### config.mk
export PLATFORM = sky130hd
export DESIGN_NAME = power_mode_and_clock_out_ctrl
export DESIGN_NICKNAME = d
export VERILOG_FILES = /design/src/rtl/pwr_clk_pkg.sv /design/src/rtl/power_mode_and_clock_out_ctrl.sv
export VERILOG_INCLUDE_DIRS = /design/src /design/src/rtl
export SDC_FILE = /design/constraint.sdc
export NUM_CORES = 1
export LEC_CHECK = 0
export ABC_AREA = 0
export BUFFER_PORTS_ARGS = -buffer_cell sky130_fd_sc_hd__buf_2
export CORE_UTILIZATION = 55
export CTS_BUF_LIST = sky130_fd_sc_hd__clkbuf_4
export CTS_CLUSTER_SIZE = 25
export DETAILED_ROUTE_END_ITERATION = 6
export HOLD_SLACK_MARGIN = 0.1
export PLACE_DENSITY = 0.78
export SLEW_MARGIN = 20
export SYNTH_ARGS = -nofsm -noshare
export SYNTH_HDL_FRONTEND = slang
export SYNTH_SLANG_ARGS = --single-unit
### constraint.sdc
create_clock -name clk -period 4.8 [get_ports clk]
set_input_delay 0.48 -clock clk [delete_from_list [all_inputs] [get_ports clk]]
set_output_delay 0.48 -clock clk [all_outputs]
set_load 0.1 [all_outputs]
### src/rtl/pwr_clk_cfg.svh
// register map, field positions, reset values and timing counts of the power and clock-out block
// assumes a 40 MHz system clock and byte addressing on the register bus
`ifndef PWR_CLK_CFG_SVH
`define PWR_CLK_CFG_SVH

// register indexes; byte address is four times the index
`define IDX_POWER_CONTROL     8'h87
`define IDX_WAKE_CLOCK_OUT    8'h8f
`define IDX_CLOCK_DIVIDER     8'h97
`define IDX_BAUD_RELOAD       8'h9c
`define IDX_BAUD_TIMER_CTRL   8'ha0

// power control bits
`define PC_BAUD_DOUBLE        7
`define PC_FRAME_ERR_SEL      6
`define PC_LOW_VOLT_FLAG      5
`define PC_POWER_ON_FLAG      4
`define PC_GENERAL_ONE        3
`define PC_GENERAL_ZERO       2
`define PC_POWER_DOWN         1
`define PC_IDLE               0

// baud timer control bits
`define BT_RUN                0
`define BT_SPEED              1

// reset values
`define RST_WAKE_CLOCK_OUT    8'h00
`define RST_CLOCK_DIVIDER     3'h0
`define RST_BAUD_RELOAD       8'h00
`define RST_BAUD_CTRL         2'h0

// timing
`define CLK_FREQ_HZ           40000000
`define SETTLE_OSC_CYCLES     32768
`define PRESCALE_DIV          12

`endif

### src/rtl/pwr_clk_pkg.sv
// types shared by the power and clock-out block
// no assumptions beyond the matching _cfg header
package pwr_clk_pkg;

	typedef enum logic [2:0] {
		ST_RUN    = 3'b001,
		ST_DOWN   = 3'b010,
		ST_SETTLE = 3'b100
	} power_state_t;

	typedef struct packed {
		logic capture_array_wake_enable;
		logic receive_pin_wake_enable;
		logic timer1_pin_wake_enable;
		logic timer0_pin_wake_enable;
		logic low_voltage_wake_enable;
		logic baud_timer_clock_out_enable;
		logic timer1_clock_out_enable;
		logic timer0_clock_out_enable;
	} wake_clock_out_t;

	// wake pins in order of bit index
	typedef struct packed {
		logic comparator_input_pin;
		logic capture_channel_one_pin;
		logic capture_channel_zero_pin;
		logic rxd_pin;
		logic timer1_pin;
		logic timer0_pin;
		logic external_interrupt_one;
		logic external_interrupt_zero;
	} wake_pins_t;

endpackage

### src/rtl/power_mode_and_clock_out_ctrl.sv
// power modes, pin wake-up, slow-down divider, baud timer and three toggle clock outputs
// assumes timers 0/1 deliver one-cycle overflow pulses and the interrupt block reports
// which sources are enabled; wake pins and the low-voltage detector are asynchronous
//
// Functional notes
// - capture pin edge wakes power-down when enabled
// - receive pin edge wakes power-down when enabled
// - timer-1 pin edge wakes power-down when enabled
// - timer-0 pin edge wakes power-down when enabled
// - comparator pin edge wakes power-down when enabled
// - timer-0 overflow toggles its clock-out latch
// - timer-1 overflow toggles its clock-out latch
// - baud timer overflow toggles its clock-out latch
// - timer-0 clock-out follows reload byte law
// - counter mode timer-0 clock-out follows pin rate
// - timer-1 clock-out follows same reload law
// - baud clock-out: clock, /12 option, reload, /2
// - baud reload register reloads timer on overflow
// - idle bit gates only the cpu clock
// - power-down bit stops oscillator, pins wake
// - low-voltage flag set by hardware, software clears
// - power-on flag set at power-up, software clears
// - baud-double bit doubles serial baud rate
// - frame-error select steers serial control top bit
// - bits 3 and 2 are plain flags
// - non-zero divider field slows internal clock
// - divider is two to the field value
// - enabled interrupt in idle clears idle bit
// - pin wake holds clock for 32768 cycles
//
// Our own choice: register access over Avalon-MM.
`timescale 1ns/10ps
`default_nettype none
`include "pwr_clk_cfg.svh"

module power_mode_and_clock_out_ctrl
	import pwr_clk_pkg::*;
#(
	parameter int unsigned SETTLE_CYCLES = `SETTLE_OSC_CYCLES
) (
	// clock and reset
	input  wire logic        clk,
	input  wire logic        reset_n,
	// avalon-mm slave
	input  wire logic [9:0]  address,
	input  wire logic        read,
	input  wire logic        write,
	input  wire logic [31:0] writedata,
	input  wire logic [3:0]  byteenable,
	output var  logic [31:0] readdata,
	output logic             waitrequest,
	// wake pins and detector, asynchronous
	input  wire wake_pins_t  wake_pins,
	input  wire logic        low_voltage_detect,
	// interrupt enables per wake source, same clock
	input  wire wake_pins_t  wake_irq_enable,
	input  wire logic        irq_request,
	// timer overflow pulses and port latches, same clock
	input  wire logic        timer0_overflow,
	input  wire logic        timer1_overflow,
	input  wire logic        port_latch_timer0_pin,
	input  wire logic        port_latch_timer1_pin,
	input  wire logic        port_latch_baud_pin,
	// clock output pins
	output var  logic        clock_out0_pin,
	output var  logic        clock_out1_pin,
	output var  logic        clock_out2_pin,
	// power control outputs
	output logic             cpu_clock_gated,
	output logic             oscillator_stop,
	output logic             clock_blocked,
	output var  logic        system_tick,
	// baud timer and serial controls
	output var  logic        baud_overflow,
	output logic             baud_double,
	output logic             frame_error_select
);

	localparam logic [15:0] SETTLE_LAST = 16'(SETTLE_CYCLES - 1);

	function automatic logic [6:0] div_mask(input logic [2:0] sel);
		div_mask = 7'((8'h01 << sel) - 8'h01);
	endfunction

	function automatic logic hit(input logic [9:0] addr, input logic [7:0] idx);
		hit = (addr == {idx, 2'b00});
	endfunction

	// register state
	wake_clock_out_t wake_and_clock_out_control_q;
	logic [2:0]      divider_field_q;
	logic [7:0]      baud_timer_reload_q;
	logic [1:0]      baud_ctrl_q;
	logic            baud_double_q;
	logic            frame_error_select_q;
	logic            low_voltage_flag_q;
	logic            power_on_flag_q;
	logic            general_flag_one_q;
	logic            general_flag_zero_q;
	logic            idle_select_q;
	power_state_t    state_q;
	logic [15:0]     settle_cnt_q;

	// bus handshake
	logic ack_q;
	logic req;
	logic wr_low;
	logic wr_pc;
	logic wr_wc;
	logic wr_div;
	logic wr_brt;
	logic wr_bctl;
	logic [7:0] wd;

	assign req         = read | write;
	assign waitrequest = req & ~ack_q;
	assign wr_low      = write & ~ack_q & byteenable[0];
	assign wd          = writedata[7:0];

	always_comb begin
		wr_pc   = 1'b0;
		wr_wc   = 1'b0;
		wr_div  = 1'b0;
		wr_brt  = 1'b0;
		wr_bctl = 1'b0;
		if (hit(address, `IDX_POWER_CONTROL)) begin
			wr_pc = wr_low;
		end else if (hit(address, `IDX_WAKE_CLOCK_OUT)) begin
			wr_wc = wr_low;
		end else if (hit(address, `IDX_CLOCK_DIVIDER)) begin
			wr_div = wr_low;
		end else if (hit(address, `IDX_BAUD_RELOAD)) begin
			wr_brt = wr_low;
		end else if (hit(address, `IDX_BAUD_TIMER_CTRL)) begin
			wr_bctl = wr_low;
		end
	end

	// one wait cycle, then the answer
	always_ff @(posedge clk or negedge reset_n) begin
		if (!reset_n) begin
			ack_q <= 1'b0;
		end else begin
			ack_q <= req & ~ack_q;
		end
	end

	logic [7:0] pc_view;
	assign pc_view = {baud_double_q, frame_error_select_q, low_voltage_flag_q, power_on_flag_q,
		general_flag_one_q, general_flag_zero_q, (state_q != ST_RUN), idle_select_q};

	always_ff @(posedge clk or negedge reset_n) begin
		if (!reset_n) begin
			readdata <= 32'h0000_0000;
		end else if (read & ~ack_q) begin
			if (hit(address, `IDX_POWER_CONTROL)) begin
				readdata <= {24'h00_0000, pc_view};
			end else if (hit(address, `IDX_WAKE_CLOCK_OUT)) begin
				readdata <= {24'h00_0000, wake_and_clock_out_control_q};
			end else if (hit(address, `IDX_CLOCK_DIVIDER)) begin
				readdata <= {29'h0000_0000, divider_field_q};
			end else if (hit(address, `IDX_BAUD_RELOAD)) begin
				readdata <= {24'h00_0000, baud_timer_reload_q};
			end else if (hit(address, `IDX_BAUD_TIMER_CTRL)) begin
				readdata <= {30'h0000_0000, baud_ctrl_q};
			end else begin
				readdata <= 32'h0000_0000;
			end
		end
	end

	// control registers
	always_ff @(posedge clk or negedge reset_n) begin
		if (!reset_n) begin
			wake_and_clock_out_control_q         <= `RST_WAKE_CLOCK_OUT;
			divider_field_q     <= `RST_CLOCK_DIVIDER;
			baud_timer_reload_q <= `RST_BAUD_RELOAD;
			baud_ctrl_q         <= `RST_BAUD_CTRL;
		end else begin
			if (wr_wc) begin
				wake_and_clock_out_control_q <= wake_clock_out_t'(wd);
			end
			if (wr_div) begin
				divider_field_q <= wd[2:0];
			end
			if (wr_brt) begin
				baud_timer_reload_q <= wd;
			end
			if (wr_bctl) begin
				baud_ctrl_q <= wd[1:0];
			end
		end
	end

	always_ff @(posedge clk or negedge reset_n) begin
		if (!reset_n) begin
			baud_double_q        <= 1'b0;
			frame_error_select_q <= 1'b0;
			general_flag_one_q   <= 1'b0;
			general_flag_zero_q  <= 1'b0;
		end else if (wr_pc) begin
			baud_double_q        <= wd[`PC_BAUD_DOUBLE];
			frame_error_select_q <= wd[`PC_FRAME_ERR_SEL];
			general_flag_one_q   <= wd[`PC_GENERAL_ONE];
			general_flag_zero_q  <= wd[`PC_GENERAL_ZERO];
		end
	end

	assign baud_double        = baud_double_q;
	assign frame_error_select = frame_error_select_q;

	// pin synchronisers
	logic [7:0] pin_s1_q;
	logic [7:0] pin_s2_q;
	logic [7:0] pin_s3_q;
	logic       lvd_s1_q;
	logic       lvd_s2_q;

	always_ff @(posedge clk or negedge reset_n) begin
		if (!reset_n) begin
			pin_s1_q <= 8'hff;
			pin_s2_q <= 8'hff;
			pin_s3_q <= 8'hff;
			lvd_s1_q <= 1'b0;
			lvd_s2_q <= 1'b0;
		end else begin
			pin_s1_q <= wake_pins;
			pin_s2_q <= pin_s1_q;
			pin_s3_q <= pin_s2_q;
			lvd_s1_q <= low_voltage_detect;
			lvd_s2_q <= lvd_s1_q;
		end
	end

	// falling edge on each wake pin, qualified by its enables
	wake_pins_t fall;
	wake_pins_t allow;
	logic       pin_wake;

	assign fall = wake_pins_t'(pin_s3_q & ~pin_s2_q);

	always_comb begin
		allow = wake_irq_enable;
		allow.capture_channel_zero_pin &= wake_and_clock_out_control_q.capture_array_wake_enable;
		allow.capture_channel_one_pin  &= wake_and_clock_out_control_q.capture_array_wake_enable;
		allow.rxd_pin                  &= wake_and_clock_out_control_q.receive_pin_wake_enable;
		allow.timer1_pin               &= wake_and_clock_out_control_q.timer1_pin_wake_enable;
		allow.timer0_pin               &= wake_and_clock_out_control_q.timer0_pin_wake_enable;
		allow.comparator_input_pin     &= wake_and_clock_out_control_q.low_voltage_wake_enable;
	end

	assign pin_wake = |(fall & allow);

	// status flags
	always_ff @(posedge clk or negedge reset_n) begin
		if (!reset_n) begin
			low_voltage_flag_q <= 1'b0;
		end else if (lvd_s2_q) begin
			low_voltage_flag_q <= 1'b1;
		end else if (wr_pc && !wd[`PC_LOW_VOLT_FLAG]) begin
			low_voltage_flag_q <= 1'b0;
		end
	end

	// reset_n stands for the power-on event
	always_ff @(posedge clk or negedge reset_n) begin
		if (!reset_n) begin
			power_on_flag_q <= 1'b1;
		end else if (wr_pc && !wd[`PC_POWER_ON_FLAG]) begin
			power_on_flag_q <= 1'b0;
		end
	end

	// idle
	always_ff @(posedge clk or negedge reset_n) begin
		if (!reset_n) begin
			idle_select_q <= 1'b0;
		end else if (idle_select_q && irq_request) begin
			idle_select_q <= 1'b0;
		end else if (wr_pc && wd[`PC_IDLE]) begin
			idle_select_q <= 1'b1;
		end
	end

	// power-down sequence
	logic enter_down;
	assign enter_down = (state_q == ST_RUN) && wr_pc && wd[`PC_POWER_DOWN];

	always_ff @(posedge clk or negedge reset_n) begin
		if (!reset_n) begin
			state_q      <= ST_RUN;
			settle_cnt_q <= 16'h0000;
		end else begin
			case (state_q)
				ST_RUN: begin
					if (enter_down) begin
						state_q <= ST_DOWN;
					end
				end
				ST_DOWN: begin
					if (pin_wake) begin
						state_q      <= ST_SETTLE;
						settle_cnt_q <= 16'h0000;
					end
				end
				ST_SETTLE: begin
					if (settle_cnt_q == SETTLE_LAST) begin
						state_q <= ST_RUN;
					end else begin
						settle_cnt_q <= settle_cnt_q + 16'h0001;
					end
				end
				default: begin
					state_q <= ST_RUN;
				end
			endcase
		end
	end

	logic halted;
	assign halted          = (state_q != ST_RUN);
	assign oscillator_stop = (state_q == ST_DOWN);
	assign clock_blocked   = halted;
	assign cpu_clock_gated = idle_select_q | halted;

	// slow-down divider
	logic [6:0] div_cnt_q;

	always_ff @(posedge clk or negedge reset_n) begin
		if (!reset_n) begin
			div_cnt_q   <= 7'h00;
			system_tick <= 1'b0;
		end else if (halted || enter_down) begin
			// no tick may stand in the first halted cycle
			div_cnt_q   <= 7'h00;
			system_tick <= 1'b0;
		end else begin
			// tick once per 2**field cycles
			system_tick <= ((div_cnt_q & div_mask(divider_field_q)) == div_mask(divider_field_q));
			div_cnt_q   <= div_cnt_q + 7'h01;
		end
	end

	// baud-rate timer
	logic [3:0] pre_cnt_q;
	logic [7:0] baud_cnt_q;
	logic       baud_step;

	always_ff @(posedge clk or negedge reset_n) begin
		if (!reset_n) begin
			pre_cnt_q <= 4'h0;
		end else if (halted || !baud_ctrl_q[`BT_RUN] || pre_cnt_q == 4'(`PRESCALE_DIV - 1)) begin
			pre_cnt_q <= 4'h0;
		end else begin
			pre_cnt_q <= pre_cnt_q + 4'h1;
		end
	end

	assign baud_step = baud_ctrl_q[`BT_RUN] && !halted &&
		(baud_ctrl_q[`BT_SPEED] || pre_cnt_q == 4'(`PRESCALE_DIV - 1));

	always_ff @(posedge clk or negedge reset_n) begin
		if (!reset_n) begin
			baud_cnt_q    <= 8'h00;
			baud_overflow <= 1'b0;
		end else begin
			baud_overflow <= 1'b0;
			if (baud_step) begin
				if (baud_cnt_q == 8'hff) begin
					baud_cnt_q    <= baud_timer_reload_q;
					baud_overflow <= 1'b1;
				end else begin
					baud_cnt_q <= baud_cnt_q + 8'h01;
				end
			end
		end
	end

	// clock-out toggles
	logic tog0_q;
	logic tog1_q;
	logic tog2_q;

	// timer pulses already carry the reload, prescale and counter-mode laws
	always_ff @(posedge clk or negedge reset_n) begin
		if (!reset_n) begin
			tog0_q <= 1'b0;
			tog1_q <= 1'b0;
			tog2_q <= 1'b0;
		end else begin
			if (wake_and_clock_out_control_q.timer0_clock_out_enable && timer0_overflow) begin
				tog0_q <= ~tog0_q;
			end
			if (wake_and_clock_out_control_q.timer1_clock_out_enable && timer1_overflow) begin
				tog1_q <= ~tog1_q;
			end
			if (wake_and_clock_out_control_q.baud_timer_clock_out_enable && baud_overflow) begin
				tog2_q <= ~tog2_q;
			end
		end
	end

	always_ff @(posedge clk or negedge reset_n) begin
		if (!reset_n) begin
			clock_out0_pin <= 1'b1;
			clock_out1_pin <= 1'b1;
			clock_out2_pin <= 1'b1;
		end else begin
			clock_out0_pin <= wake_and_clock_out_control_q.timer0_clock_out_enable ? tog0_q : port_latch_timer0_pin;
			clock_out1_pin <= wake_and_clock_out_control_q.timer1_clock_out_enable ? tog1_q : port_latch_timer1_pin;
			clock_out2_pin <= wake_and_clock_out_control_q.baud_timer_clock_out_enable ? tog2_q : port_latch_baud_pin;
		end
	end

endmodule
`default_nettype wire

; Word-level counts from Yosys, hierarchy flattened
; Index checks and enable logic that the tools add are counted.
; W data, S select, Z words.
[word_totals]
ff_bits = 133
word_cells = 146
out_inout_bits = 43
in_bits = 73
[op_classes]
shifts = 1
muxes = 40
n_bitwise = 20
eq_ne = 17
reduce_logical = 25
add_sub_neg = 5
[ops]
columns = cell, n
row1 = $eq A10 B10 Y1 const B, 5
row2 = $mux W8, 5
row3 = $mux W16, 2
row4 = $pmux W16 S2, 1
row5 = $mux W1, 25
row6 = $add A16 B1 Y16 const B, 1
row7 = $and A8 B8 Y8, 2
row8 = $eq A16 B15 Y1 const B, 1
row9 = $logic_and A1 B1 Y1, 11
row10 = $and A1 B1 Y1, 10
row11 = $mux W3, 3
row12 = $pmux W3 S3, 1
row13 = $add A8 B1 Y8 const B, 1
row14 = $eq A8 B8 Y1 const B, 1
row15 = $not A8 Y8, 1
row16 = $reduce_or A8 Y1, 1
row17 = $add A7 B1 Y7 const B, 1
row18 = $and A7 B7 Y7, 1
row19 = $eq A7 B7 Y1, 1
row20 = $mux W7, 1
row21 = $shl A1 B3 Y7 const A, 1
row22 = $sub A7 B1 Y7 const B, 1
row23 = $ne A2 B2 Y1 const B, 3
row24 = $reduce_and A3 Y1, 2
row25 = other kinds (14), 26

; Longest topological paths before layout
[logic_depth]
word_depth = 8
ltp_mapped = 6
mapped_depth_nobuf = 6

; Least setup slack after synthesis
; Ideal clock, no wire load.
[synth_path]
kind = register to register
from = register state_q[2]
to = register settle_cnt_q[10]
path_stages_with_launch = 5
synth_period_minus_slack_ns = 3.606
setup_ns = 0.132
slack_ns = 1.194
arrival_ns = 3.474
required_ns = 4.668
n_path_buf = 1
cell_sequence = dfrtp_1 > nor3b_1 > o21a_1 > buf_1 > nor2_1
[synth_between]
elab_chain_cells = 3
word_cells_on_any_way = 7
cone_classes = eq/ne (4) / mux (1) / reduce/logical (2)
[synth_rtl]
columns = element, line_no
row1 = start: declaration, power_mode_and_clock_out_ctrl.sv:101  ; power_state_t state_q;
row2 = start signal: assignment, power_mode_and_clock_out_ctrl.sv:291  ; state_q <= ST_RUN;
row3 = start signal: assignment, power_mode_and_clock_out_ctrl.sv:297  ; state_q <= ST_DOWN;
row4 = start signal: assignment, power_mode_and_clock_out_ctrl.sv:302  ; state_q <= ST_SETTLE;
row5 = $eq A3 B2 Y1 (*), -
row6 = net oscillator_stop, power_mode_and_clock_out_ctrl.sv:70  ; output logic oscillator_stop,
row7 = $ne A2 B1 Y1 (no line) or $reduce_bool A2 Y1 (tied branches), -
row8 = $reduce_and A3 Y1 (no line), -
row9 = end signal: assignment, power_mode_and_clock_out_ctrl.sv:310  ; settle_cnt_q <= settle_cnt_q + 16'h0001;
row10 = end: declaration, power_mode_and_clock_out_ctrl.sv:102  ; logic [15:0] settle_cnt_q;
; Mark *: on every way through the listed nets, which the timed path passes. The rest lies on a longest branch.
; A chain may end at the register's enable or synchronous reset.

; Worst setup path after layout
[layout_path]
from = register state_q[0]
to = output port cpu_clock_gated
[layout_between]
elab_chain_cells = 2
[layout_rtl]
columns = element, line_no
row1 = $ne A3 B1 Y1, power_mode_and_clock_out_ctrl.sv:321  ; assign halted = (state_q != ST_RUN);
row2 = $or A1 B1 Y1, power_mode_and_clock_out_ctrl.sv:324  ; assign cpu_clock_gated = idle_select_q | halted;
row3 = end: declaration, power_mode_and_clock_out_ctrl.sv:69  ; output logic cpu_clock_gated,
; Every way passes these cells.

==> out/qor.csv <==
stage,metric,value,unit
run_status,status,finished clean,
sta,slew_headroom,35.1,%
layout,layout_commonest_cell,dfrtp_1,
synthesis,seq_area_frac_synth,55.9,%
synthesis,synth_cell_types,59,
layout,multi_input_area,2020,sq um
cts,h-tree-depth,3,
placement,dpl_cell_area,5290,sq um
pwr,ir_drop,0.200,mV
critical_path,arrival,2.01,ns
critical_path,cp.required,4.32,ns
layout,drive_above_1_share,28.0,%
floorplanning,die-height,96.8,um
sta,period_share,51.8,%
pwr,switching_share,34.1,%
hold_path,hold_class,input port to async pin,
synthesis,yosysTopAreaCell,dfrtp_1,
grt,grt_busiest_layer,met2,
layout,fin_util,63.5,%
synthesis,synth_edf_count,0,
floorplanning,io_pins,116,
grt,antenna_found_initial,0,
pwr,pwr-share-comb,16.1,%
cts,cts_sinks,109,
pwr,p_int,0.00119,W
synthesis,syn_avg_cell_area,11.3,sq um
placement,hpwl,7050,um
grt,use_met1,30.6,%
layout,nets,590,
detailed_routing,wl_per_cell,16.1,um
layout,final_cells,626,
layout,final_cell_mix,"dfrtp_1 (80), buf_2 (63), nor2_1 (40)",
placement,dp_cells,601,
detailed_routing,drt_pass1_iterations,4,
grt,overflow,0,
pwr,pwr-share-clk,27.9,%
layout,seqCellArea,2760,sq um
critical_path,rrSetupSlack,2.72,ns
critical_path,critPathCaptureType,output port,
pwr,share_seq_of_total_power,56.0,%
cts,path_clk_slew,0.20,ns
detailed_routing,vias_per_cell,5.62,
layout,num-fill-cells,683,
synthesis,syn_area,4940,sq um
grt,grt_util_all_layers,23.1,%
synthesis,async_flop_share,100,%
floorplanning,initial_utilization,56.7,%
detailed_routing,vias,3520,
grt,grt_util_met2,37.8,%
detailed_routing,drt_wl_total,10100,um
sta,tightest_slew,0.966,ns
cts,post_cts_resized,0,
grt,grt_max_degree,72,
flow_run,cap_violations,0,
cts,insertion_delay,0.49,ns
floorplanning,core,8720,sq um
synthesis,ys_top_cells_by_area,"dfrtp_1 (41%), dfstp_2 (15%), mux2_2 (5.7%)",
synthesis,netlist_instances,437,
layout,area_growth,12.0,%
layout,fin_area,5540,sq um
detailed_routing,drcViolationCount,0,
sta,rsz0062_at_grt,false,
grt,groute.layer.met3.usage,6.07,%
critical_path,worst-setup-path-type,register to output port,
floorplanning,die_x,96.8,um
cts,cts_buffer_depth,2,
floorplanning,dieArea,9370,sq um
synthesis,ys_warn_count,0,
sta,hold_viol_final,0,
pwr,power.density,326,nW/um^2
synthesis,ys_ff_latch,109,
cts,cts_tree,yes,
synthesis,synth_ff_type,dfrtp_1,
synthesis,netlist.area_leader.share,40.5,%
placement,portBuffers,64,
detailed_routing,drt_iter0_drc,169,
sta,tns,0,ns
grt,grt_pass1_wl,17100,um
floorplanning,rows,34,
sta,fmax,402,MHz
critical_path,startpoint_type,register,
sta,setup_viol,0,
cts,cts_made_buffers,9,
pwr,totalPowerFinal,0.00181,W
cts,ctsRootBufferMaster,clkbuf_4,
placement,gp_congestion,0.903,
detailed_routing,ant_nets,0,
pwr,leakage,2.55,nW
critical_path,critPathMaxFanout,9,
grt,grt_pass1_vias,3512,
sta,report.final.slew_viol_count,0,
sta,clock_skew,0.0167,ns
layout,antenna_cells,0,
sta,layout_min_cycle_time,2.49,ns
pwr,power_switching,0.000615,W
sequential cells by signal, indices dropped and copies added (netlist names), 2 cells and up:
signal,count
div_cnt_q,7
readdata,8
baud_cnt_q,8
baud_ctrl_q,2
pin_s2_q,8
pre_cnt_q,4
pin_s3_q,8
state_q,3
pin_s1_q,8
divider_field_q,3
settle_cnt_q,16
baud_timer_reload_q,8
wake_and_clock_out_control_q,8
power by group through the flow:
stage,Clock [W],Combinational (W),Sequential (W)
floorplan,0,0.000203,0.00105
global placement,0,0.000279,0.00102
detailed placement,0,0.000287,0.00103
CTS,0.000519,0.000292,0.00101
global route,0.000549,0.000318,0.00102
finish,0.000504,0.000291,0.00101
final cells by class:
class / instances / share of cell area (%)
flip-flops and latches: 109 / 49.9
multi-input cells: 309 / 36.4
repair buffers: 75 / 7.73
well taps: 108 / 2.44
clock inverters: 7 / 1.65
clock buffers: 9 / 1.22
inverters: 9 / 0.610
critical path: stages, from the launching register on:
cell	delay (ns)
dfstp_2	0.58
nor3b_2	0.54
nand2b_1	0.10
buf_2	0.31
routing by layer:
metal	vias to the layer above	part of all wire, %
met3	17	5.7
met1	1722	43
met5	-	0
met2	110	50
met4	0	1.6
li1	1671	-
worst paths after layout:
| check | endpoint | cells after the start | from |
|---|---|---|---|
| min in group clk | idle_select_q$_DFFE_PN0P_ | 2 | irq_request |
| min reg2reg | pin_s3_q[2]$_DFF_PN1_ | 0 | pin_s2_q[2]$_DFF_PN1_ |
| max reg2reg | baud_cnt_q[6]$_DFFE_PN0P_ | 5 | state_q[0]$_DFFE_PN1P_ |
| min | baud_cnt_q[4]$_DFFE_PN0P_ | 1 | reset_n |
| max in group asynchronous | pin_s3_q[7]$_DFF_PN1_ | 2 | reset_n |
| max | cpu_clock_gated | 3 | state_q[0]$_DFFE_PN1P_ |
stage by stage:
stage | setup WS [ns] | hold WS, ns
after floorplan | 1.19 | 0.184
after global placement | 2.16 | 0.342
after detailed placement | 2.11 | 0.340
after CTS | 2.28 | 0.114
after global routing | 2.22 | 0.131
final | 2.31 | 0.101
cells by family (layout without fill, tap and decap cells):
family / count (synthesis) / count (layout) / share of synthesized area, %
flip-flops: 109 / 109 / 55.9
other: 1 / 24 / 0.0759
AND/OR/NAND/NOR: 163 / 163 / 18.5
AO/OA/AOI/OAI: 70 / 70 / 9.37
adder cells (fa/ha/maj): 4 / 4 / 1.01
XOR/XNOR: 19 / 19 / 3.37
multiplexers: 29 / 29 / 6.71
buffers and inverters: 42 / 100 / 5.04
cells in the mapped netlist, types with 3 or more instances:
master     n
a211oi_1   4
a21oi_1   11
a221o_1    3
a22oi_1    5
a31oi_1    6
and3_1     6
and4_1     5
buf_4     24
clkbuf_1   7
dfrtp_1   80
dfstp_2   29
ha_1       4
inv_1      9
mux2_2    25
nand2_1   32
nand2b_1  12
nand3_1   14
nand3b_1   4
nand4_1    8
nand4b_1   9
nor2_1    40
nor2b_1    7
nor3_1     6
o21ai_0   18
o31ai_1    8
xnor2_1   12
xor2_1     7
timing repair:
action | in CTS | in global routing
hold endpoints to repair | 9 | 0
buffers inserted | 0 | 0
hold buffers | 9 | 0
endpoints found under the setup margin | 0 | 0
No activity file was read; power rests on OpenSTA's default activity.
